--- config.mk ---
export PLATFORM = sky130hd
export DESIGN_NAME = fec_ctrl
export DESIGN_NICKNAME = d
export VERILOG_FILES = /design/src/core/fec_pkg.sv /design/src/core/fec_wr_if.sv /design/src/core/fec_wr_engine.sv /design/src/core/fec_ctrl.sv
export SDC_FILE = /design/constraint.sdc
export NUM_CORES = 1
export LEC_CHECK = 0
export ABC_CLOCK_PERIOD_IN_PS = 3900
export BUFFER_PORTS_ARGS = -buffer_cell sky130_fd_sc_hd__buf_2
export CAP_MARGIN = 0
export CORE_MARGIN = 2
export CORE_UTILIZATION = 60
export DETAILED_ROUTE_END_ITERATION = 16
export GPL_TIMING_DRIVEN = 1
export PLACE_DENSITY = 0.82
export SYNTH_ARGS = -nofsm -noshare
export SYNTH_HDL_FRONTEND = slang
export SYNTH_HIERARCHICAL = 1
export SYNTH_SLANG_ARGS = --single-unit
--- constraint.sdc ---
create_clock -name clk_in -period 3.9 [get_ports clk_in]
set_input_delay 0.78 -clock clk_in [delete_from_list [all_inputs] [get_ports clk_in]]
set_output_delay 0.78 -clock clk_in [all_outputs]
set_load 0.02 [all_outputs]
--- src/core/fec_pkg.sv ---
// package for the flash erase command controller (host side)
// assumes a parallel nor flash with write-strobe command bus
package fec_pkg;
   localparam int unsigned ADDR_W        = 12;
   localparam int unsigned DATA_W        = 8;
   localparam int unsigned CLK_MHZ       = 10;
   localparam int unsigned CLK_NS        = 100;
   // unlock addresses and data codes, byte mode
   localparam logic [11:0] UNLOCK_A1     = 12'haaa;
   localparam logic [11:0] UNLOCK_A2     = 12'h555;
   localparam logic [7:0]  UNLOCK_D1     = 8'haa;
   localparam logic [7:0]  UNLOCK_D2     = 8'h55;
   localparam logic [7:0]  CMD_SETUP     = 8'h80;
   localparam logic [7:0]  CMD_CHIP      = 8'h10;
   localparam logic [7:0]  CMD_SECTOR    = 8'h30;
   localparam logic [7:0]  CMD_SUSPEND   = 8'hb0;
   localparam logic [7:0]  CMD_RESUME    = 8'h30;
   localparam logic [7:0]  CMD_RESET     = 8'hf0;
   // status bit positions
   localparam int unsigned POLL_BIT      = 7;
   localparam int unsigned TOGGLE_BIT    = 6;
   localparam int unsigned TIMER_BIT     = 3;
   localparam int unsigned SUSP_TGL_BIT  = 2;
   // timing
   localparam int unsigned LOAD_TOUT_US  = 50;
   localparam int unsigned SUSPEND_US    = 20;
   localparam int unsigned WE_LOW_NS     = 200;
   localparam int unsigned WE_HIGH_NS    = 200;
   localparam int unsigned WE_LOW_CYC    = (WE_LOW_NS + CLK_NS - 1) / CLK_NS;
   localparam int unsigned WE_HIGH_CYC   = (WE_HIGH_NS + CLK_NS - 1) / CLK_NS;
   localparam int unsigned SUSPEND_CYC   = SUSPEND_US * CLK_MHZ;
   localparam int unsigned LOAD_TOUT_CYC = LOAD_TOUT_US * CLK_MHZ;
   // commands from the user port
   localparam logic [2:0]  OP_CHIP       = 3'h0;
   localparam logic [2:0]  OP_SECTOR     = 3'h1;
   localparam logic [2:0]  OP_ADD_SECTOR = 3'h2;
   localparam logic [2:0]  OP_SUSPEND    = 3'h3;
   localparam logic [2:0]  OP_RESUME     = 3'h4;
   localparam logic [2:0]  OP_RESET      = 3'h5;
   localparam int unsigned SEQ_LEN       = 6;
endpackage : fec_pkg

--- src/core/fec_wr_if.sv ---
// write-cycle request carrier between sequencer and strobe engine
// assumes one clock shared by both modules
`timescale 1ns/1ps
interface fec_wr_if;
   import fec_pkg::*;
   logic              req;
   logic              done;
   logic [ADDR_W-1:0] addr;
   logic [DATA_W-1:0] data;
   modport seq (output req, output addr, output data, input done);
   modport eng (input req, input addr, input data, output done);
endinterface : fec_wr_if

--- src/core/fec_wr_engine.sv ---
// one asynchronous flash write cycle per request
// assumes ce is held low by the top while writing
`timescale 1ns/1ps
module fec_wr_engine
   import fec_pkg::*;
(
   input  wire logic         clk_in,     // clock
   input  wire logic         rst_in,     // async reset
   fec_wr_if.eng             wr,         // request side
   output logic              we_n_out,   // write strobe
   output logic [ADDR_W-1:0] addr_out,   // address pins
   output logic [DATA_W-1:0] dq_o_out,   // data drive
   output logic              dq_oe_out   // data enable
);
   typedef enum logic [2:0] {
      FEW_IDLE = 3'b001,
      FEW_LOW  = 3'b010,
      FEW_HIGH = 3'b100
   } fec_we_e;
   fec_we_e    st_q;
   logic [3:0] cnt_q;
   wire        cnt_end = (cnt_q == 4'h0);
   assign wr.done = (st_q == FEW_HIGH) && cnt_end;
   always_ff @(posedge clk_in or posedge rst_in) begin
      if (rst_in) begin
         st_q      <= FEW_IDLE;
         cnt_q     <= 4'h0;
         we_n_out  <= 1'b1;
         addr_out  <= '0;
         dq_o_out  <= '0;
         dq_oe_out <= 1'b0;
      end else begin
         case (st_q)
            FEW_IDLE: if (wr.req) begin
               st_q      <= FEW_LOW;
               cnt_q     <= 4'(WE_LOW_CYC - 1);
               addr_out  <= wr.addr;
               dq_o_out  <= wr.data;
               dq_oe_out <= 1'b1;
               we_n_out  <= 1'b0;
            end
            FEW_LOW: if (cnt_end) begin
               st_q     <= FEW_HIGH;
               cnt_q    <= 4'(WE_HIGH_CYC - 1);
               we_n_out <= 1'b1;
            end else cnt_q <= cnt_q - 4'h1;
            FEW_HIGH: if (cnt_end) begin
               st_q      <= FEW_IDLE;
               dq_oe_out <= 1'b0;
            end else cnt_q <= cnt_q - 4'h1;
            default: st_q <= FEW_IDLE;
         endcase
      end
   end
endmodule : fec_wr_engine

--- src/core/fec_ctrl.sv ---
// host-side erase command controller for a parallel nor flash
// assumes device pins wired directly; ready_busy_n from the pin
`timescale 1ns/1ps
module fec_ctrl
   import fec_pkg::*;
#(
   parameter int unsigned TOUT_CYC = LOAD_TOUT_CYC,
   parameter int unsigned SUSP_CYC = SUSPEND_CYC
)(
   input  wire logic              clk_in,       // clock
   input  wire logic              rst_in,       // async reset
   input  wire logic              cmd_valid_in, // command strobe
   input  wire logic [2:0]        cmd_op_in,    // command code
   input  wire logic [ADDR_W-1:0] cmd_sector_in,// sector address
   input  wire logic              hw_reset_in,  // request pin reset
   output logic                   cmd_ready_out,// may take command
   output logic                   busy_out,     // erase in progress
   output logic                   suspended_out,// erase suspended
   output logic                   loading_out,  // load window open
   output logic                   done_out,     // erase finished
   output logic                   we_n_out,     // flash write strobe
   output logic                   ce_n_out,     // flash chip enable
   output logic                   oe_n_out,     // flash output enable
   output logic                   reset_n_out,  // flash reset pin
   output logic [ADDR_W-1:0]      addr_out,     // flash address
   output logic [DATA_W-1:0]      dq_o_out,     // flash data out
   output logic                   dq_oe_out,    // flash data drive
   input  wire logic [DATA_W-1:0] dq_i_in,      // flash data in
   input  wire logic              ready_busy_n  // flash ready pin
);
   import fec_pkg::*;
   typedef enum logic [6:0] {
      FEC_IDLE = 7'b0000001,
      FEC_SEQ  = 7'b0000010,
      FEC_CHIP = 7'b0000100,
      FEC_LOAD = 7'b0001000,
      FEC_ERAS = 7'b0010000,
      FEC_SWT  = 7'b0100000,
      FEC_SUSP = 7'b1000000
   } fec_st_e;
   // ------------------------------------------------------------
   // pin synchronisers: ready pin and poll bit
   // ------------------------------------------------------------
   wire  [1:0] pin_raw = {dq_i_in[POLL_BIT], ready_busy_n};
   logic [1:0] pin_flt;
   for (genvar g = 0; g < 2; g++) begin : g_sync
      logic [2:0] sh_q;
      logic       flt_q;
      always_ff @(posedge clk_in or posedge rst_in) begin
         if (rst_in) sh_q <= 3'b111;
         else sh_q <= {sh_q[1:0], pin_raw[g]};
      end
      // a change counts once the last two stages agree
      always_ff @(posedge clk_in or posedge rst_in) begin
         if (rst_in) flt_q <= 1'b1;
         else if (sh_q[2] == sh_q[1]) flt_q <= sh_q[2];
      end
      assign pin_flt[g] = flt_q;
   end
   wire ready_sync = pin_flt[0];
   wire poll_sync  = pin_flt[1];
   // ------------------------------------------------------------
   // sequencer
   // ------------------------------------------------------------
   fec_wr_if wr ();
   fec_st_e            st_q;
   logic [2:0]         idx_q;
   logic [2:0]         len_q;
   logic               chip_q;
   logic [ADDR_W-1:0]  sec_q;
   logic               req_q;
   logic [15:0]        tmr_q;
   logic               rst_pin_q;
   logic               done_q;
   logic               wip_q;
   wire idle_w = !req_q && !wip_q;
   wire take = cmd_valid_in && cmd_ready_out;
   wire op_chip = take && (cmd_op_in == OP_CHIP);
   wire op_sect = take && (cmd_op_in == OP_SECTOR);
   wire op_add  = take && (cmd_op_in == OP_ADD_SECTOR);
   wire op_susp = take && (cmd_op_in == OP_SUSPEND);
   wire op_res  = take && (cmd_op_in == OP_RESUME);
   wire op_rst  = take && (cmd_op_in == OP_RESET);
   wire tmr_end = (tmr_q == 16'h0);
   // one write of the six-step unlock sequence, by index
   logic [ADDR_W-1:0] seq_a;
   logic [DATA_W-1:0] seq_d;
   always_comb begin
      seq_a = UNLOCK_A1;
      seq_d = UNLOCK_D1;
      case (idx_q)
         3'h0: begin seq_a = UNLOCK_A1; seq_d = UNLOCK_D1; end
         3'h1: begin seq_a = UNLOCK_A2; seq_d = UNLOCK_D2; end
         3'h2: begin seq_a = UNLOCK_A1; seq_d = CMD_SETUP; end
         3'h3: begin seq_a = UNLOCK_A1; seq_d = UNLOCK_D1; end
         3'h4: begin seq_a = UNLOCK_A2; seq_d = UNLOCK_D2; end
         default: begin
            seq_a = chip_q ? UNLOCK_A1 : sec_q;
            seq_d = chip_q ? CMD_CHIP : CMD_SECTOR;
         end
      endcase
   end
   // single-write commands use len 1, idx 5 keeps final cycle form
   logic [DATA_W-1:0] one_d_q;
   assign wr.req  = req_q;
   assign wr.addr = (len_q == 3'h1) ? sec_q : seq_a;
   assign wr.data = (len_q == 3'h1) ? one_d_q : seq_d;
   assign cmd_ready_out = idle_w && !rst_pin_q && (st_q != FEC_SWT)
                          && (st_q != FEC_SEQ);
   assign busy_out      = (st_q != FEC_IDLE);
   assign suspended_out = (st_q == FEC_SUSP);
   assign loading_out   = (st_q == FEC_LOAD);
   assign done_out      = done_q;
   assign ce_n_out      = 1'b0;
   assign oe_n_out      = 1'b1;
   assign reset_n_out   = !rst_pin_q;
   // write in flight from hand-over until done; gates new commands
   always_ff @(posedge clk_in or posedge rst_in) begin
      if (rst_in) wip_q <= 1'b0;
      else if (req_q) wip_q <= 1'b1;
      else if (wr.done) wip_q <= 1'b0;
   end
   always_ff @(posedge clk_in or posedge rst_in) begin
      if (rst_in) begin
         st_q <= FEC_IDLE;
         idx_q <= 3'h0; len_q <= 3'h0; chip_q <= 1'b0;
         sec_q <= '0; one_d_q <= '0; req_q <= 1'b0;
         tmr_q <= 16'h0; rst_pin_q <= 1'b0; done_q <= 1'b0;
      end else begin
         done_q <= 1'b0;
         if (req_q) req_q <= 1'b0;
         if (!tmr_end) tmr_q <= tmr_q - 16'h1;
         if (hw_reset_in && !rst_pin_q) begin
            rst_pin_q <= 1'b1;
            st_q      <= FEC_IDLE;
            tmr_q     <= 16'(WE_LOW_CYC * 5);
         end else if (rst_pin_q) begin
            if (tmr_end) rst_pin_q <= 1'b0;
         end else begin
            case (st_q)
               FEC_IDLE: if (op_chip || op_sect) begin
                  st_q <= FEC_SEQ;
                  chip_q <= op_chip; sec_q <= cmd_sector_in;
                  idx_q <= 3'h0; len_q <= 3'(SEQ_LEN); req_q <= 1'b1;
               end
               FEC_SEQ: if (wr.done) begin
                  if (idx_q == 3'h5) begin
                     st_q  <= chip_q ? FEC_CHIP : FEC_LOAD;
                     tmr_q <= 16'(TOUT_CYC);
                  end else begin
                     idx_q <= idx_q + 3'h1;
                     req_q <= 1'b1;
                  end
               end
               FEC_CHIP: if (tmr_end && ready_sync) begin
                  st_q <= FEC_IDLE; done_q <= 1'b1;
               end
               FEC_LOAD: begin
                  if (op_add) begin
                     sec_q <= cmd_sector_in; len_q <= 3'h1;
                     one_d_q <= CMD_SECTOR; req_q <= 1'b1;
                     tmr_q <= 16'(TOUT_CYC);
                  end else if (op_susp) begin
                     len_q <= 3'h1; one_d_q <= CMD_SUSPEND;
                     req_q <= 1'b1; st_q <= FEC_SUSP;
                  end else if (op_rst) begin
                     len_q <= 3'h1; one_d_q <= CMD_RESET;
                     req_q <= 1'b1; st_q <= FEC_IDLE;
                  end else if (tmr_end && idle_w) begin
                     st_q <= FEC_ERAS;
                  end
               end
               FEC_ERAS: begin
                  if (op_susp) begin
                     len_q <= 3'h1; one_d_q <= CMD_SUSPEND;
                     req_q <= 1'b1; st_q <= FEC_SWT;
                     tmr_q <= 16'(SUSP_CYC);
                  end else if (ready_sync && idle_w && tmr_end) begin
                     st_q <= FEC_IDLE; done_q <= 1'b1;
                  end
               end
               FEC_SWT: if (idle_w && (tmr_end || poll_sync)) begin
                  st_q <= FEC_SUSP;
               end
               FEC_SUSP: if (op_res) begin
                  len_q <= 3'h1; one_d_q <= CMD_RESUME;
                  req_q <= 1'b1; st_q <= FEC_ERAS;
                  tmr_q <= 16'(SUSP_CYC); // busy pin settle guard
               end
               default: st_q <= FEC_IDLE;
            endcase
         end
      end
   end
   // ------------------------------------------------------------
   // strobe engine
   // ------------------------------------------------------------
   fec_wr_engine u_eng (
      .clk_in    (clk_in),
      .rst_in    (rst_in),
      .wr        (wr),
      .we_n_out  (we_n_out),
      .addr_out  (addr_out),
      .dq_o_out  (dq_o_out),
      .dq_oe_out (dq_oe_out)
   );
endmodule : fec_ctrl

==> impl_metrics.py <==
metrics = {
    "run_status": {
        "outcome": "finished clean",
    },
    "power": {
        "finalPower_mw": 2.00,
        "ir_drop_uv": 319,
        "cellPowerDensity_nw_per_um2": 399,
        "leakagePower_nw": 2.39,
    },
    "cts": {
        "hold_buffers": 0,
        "htreeDepth": 3,
        "numCtsBuffers": 9,
        "cts_buffer_depth": 2,
        "cts.sinks": 85,
        "cts_tree": "built",
        "clk_pin_slew_ns": 0.08,
        "cts-root-buf": "clkbuf_8",
        "clock_latency_ns": 0.36,
        "post_cts_buffers": 0,
        "postCtsResizedCells": 0,
    },
    "critical_path": {
        "critPathLaunchType": "register",
        "crit_arrival_ns": 2.13,
        "cp_data_required_time_ns": 3.12,
        "critPathMaxFanout": 8,
        "critPathKind": "register to primary output",
        "end_kind": "primary output",
    },
    "global_routing": {
        "grt_usage": 0.234,
        "grt_pass1_vias": 3282,
        "grt_max_degree": 39,
        "grt_overflow_total": 0,
        "grt_pass1_wl_um": 15500,
        "antenna_found_initial": 0,
    },
    "die": {
        "die_y_um": 91.1,
        "core_um2": 7290,
        "die_x_um": 91.1,
        "initial_core_util": 0.624,
        "dieArea_um2": 8290,
        "placementRows": 31,
        "io_pins": 58,
    },
    "routing": {
        "vias": 3407,
        "post-route-drc-count": 0,
        "drtAntennaViolNets": 0,
        "avgRoutedWirePerCell_um": 16.1,
        "viasPerCell": 5.95,
        "wl_um": 9220,
        "drtPass1Iterations": 5,
        "drt-initial-drc-count": 175,
    },
    "logic_synthesis": {
        "yosysWarnings": 6,
        "synth_area_leader_cell": "dfrtp_1",
        "syn_area_um2": 4550,
        "syn-mean-instance-area_um2": 10.7,
        "post-synth-top-count-cell": "dfrtp_1",
        "synth_ff_type": "dfrtp_1",
        "synth-edff-count": 0,
        "ys_async_sr_fraction": 1.00,
        "yosysUniqueCellTypes": 69,
        "ys_ff_latch": 85,
        "synth_top_cells_by_count": "dfrtp_1 (74), mux2_2 (38), nand2_1 (37)",
        "synth_top_area_share": 0.407,
        "synth_area_leaders": "dfrtp_1 (41%), mux2_2 (9.4%), dfstp_2 (6.4%)",
        "synthCells": 423,
        "synth_nets": 460,
        "yosysSeqAreaShare": 0.471,
    },
    "sta": {
        "fin_skew_ns": 0.0116,
        "fin_crit_sh": 0.747,
        "slew_violations": 0,
        "final.setup.worst_slack_ns": 0.985,
        "final_hold_viol_count": 0,
        "rsz0062_at_grt": "no",
        "worstMarginPinSlew_ns": 1.10,
        "fmax_mhz": 343,
        "fin_tns_setup_ns": 0,
        "slew_headroom": 0.265,
        "setup_viol": 0,
        "min_period_ns": 2.91,
    },
    "flow_run": {
        "cap_violations": 0,
    },
    "finish": {
        "insertedDiodeCount": 0,
        "syn_to_final_growth_pct": 10.5,
        "drive_gt1_frac": 0.297,
        "multiInputGateArea_um2": 2230,
        "seqCellArea_um2": 2140,
        "nets": 506,
        "fillers": 566,
    },
    "worst_hold_path": {
        "min_path_type": "register to register",
    },
    "place": {
        "hpwlAfterDp_um": 6710,
        "preCtsSetupSlack_ns": 1.19,
        "port_buffers": 48,
        "gp_congestion": 0.947,
    },
}
==> cell families (layout without fill, tap and decap cells) <==
logic type | Yosys count | in the layout | share of synthesized area
buffers and inverters | 37 | 88 | 0.0410
xor gates and xnor gates | 16 | 16 | 0.0325
other | 2 | 2 | 0.00165
AOI/OAI and AO/OA | 78 | 78 | 0.127
muxes | 48 | 48 | 0.117
DFF | 85 | 85 | 0.471
and+or+nand+nor | 146 | 146 | 0.181
adders and majority gates | 11 | 11 | 0.0292
==> cell type report <==
cell class | count | area share
Sequential cell | 85 | 0.426
Tap cell | 99 | 0.0246
Clock buffer | 11 | 0.0281
Inverter | 21 | 0.0157
Timing Repair Buffer | 51 | 0.0523
Multi-Input combinational cell | 301 | 0.445
Clock inverter | 5 | 0.00871
==> worst max-delay path, cell delays in order, from the launching register on <==
cell and delay [ns]:
dfrtp_1 0.49, or4_4 0.63, nor4b_4 0.42, buf_2 0.24
==> layout by cell type, fill, tap and decap left out, types with 3 or more instances in the layout <==
master     n
o31a_1     3
nand4b_1   3
or3_4      3
dfrtp_1   74
or3_1      4
xnor2_1   10
nand4_1    3
nand2_1   37
mux2i_1    8
or4_1      5
nor2_1    33
nor3b_1    8
xor2_1     5
ha_1       9
a21o_1    12
o21ai_0   10
a21oi_1   25
nand3_1    6
clkbuf_8  10
inv_1     20
nor4_1     5
nor2b_1    6
buf_2     48
dfstp_2   11
o31ai_1    4
o22ai_1    3
nor3_1    13
buf_4      3
mux2_2    38
nand2b_1   3
==> power by group <==
part / internal [mW] / total (mW) / switching [mW] / leakage [nW]
combinational: 0.149 / 0.339 / 0.190 / 1.22
clock: 0.257 / 0.595 / 0.338 / 0.0881
sequential: 0.976 / 1.07 / 0.0939 / 1.09
==> worst paths after layout <==
check                                     to  cells past startpoint  slack [ns]               from
max in group asynchronous    g_sync[0].flt_q                      3        2.50             rst_in
min in group asynchronous           sec_q[1]                      2        0.57             rst_in
min reg2reg                g_sync[1].sh_q[1]                      0        0.36  g_sync[1].sh_q[0]
min                        g_sync[1].sh_q[1]                      0        0.36  g_sync[1].sh_q[0]
max reg2reg                           chip_q                      6        1.18          rst_pin_q
max                            suspended_out                      3        0.99            st_q[1]
==> through the flow <==
step                instance area, um^2   util  std cells  hold slack (ns)
floorplan                          4550      -        423            0.345
global placement                   4840  0.664        557            0.346
detailed placement                 4840  0.664        557            0.347
CTS                                5030  0.689        573            0.359
global route                       5030  0.689        573            0.367
finish                             5030  0.689        573            0.358
==> registers in the layout, indices dropped and copies added, names as in the netlist <==
register and count:
tmr_q 16, sec_q 12, u_eng/addr_out 12, u_eng/dq_o_out 8
st_q 7, g_sync.sh_q 6, u_eng/cnt_q 4, idx_q 3
one_d_q 3, u_eng/st_q 3, g_sync.flt_q 2, len_q 2
chip_q 1, done_out 1, req_q 1, rst_pin_q 1
u_eng/dq_oe_out 1, u_eng/we_n_out 1, wip_q 1
==> routing by layer <==
layer  global-route usage  up-vias  routed length (um)  part of all wire
li1                     -     1587                   -                 -
met1                0.302     1680                3940              0.43
met2                0.399      124                4680              0.51
met3               0.0407       16                 446             0.048
met4               0.0859        0                 157             0.017
met5                    0        -                   0                 0
(Power assumes the default switching activity.)
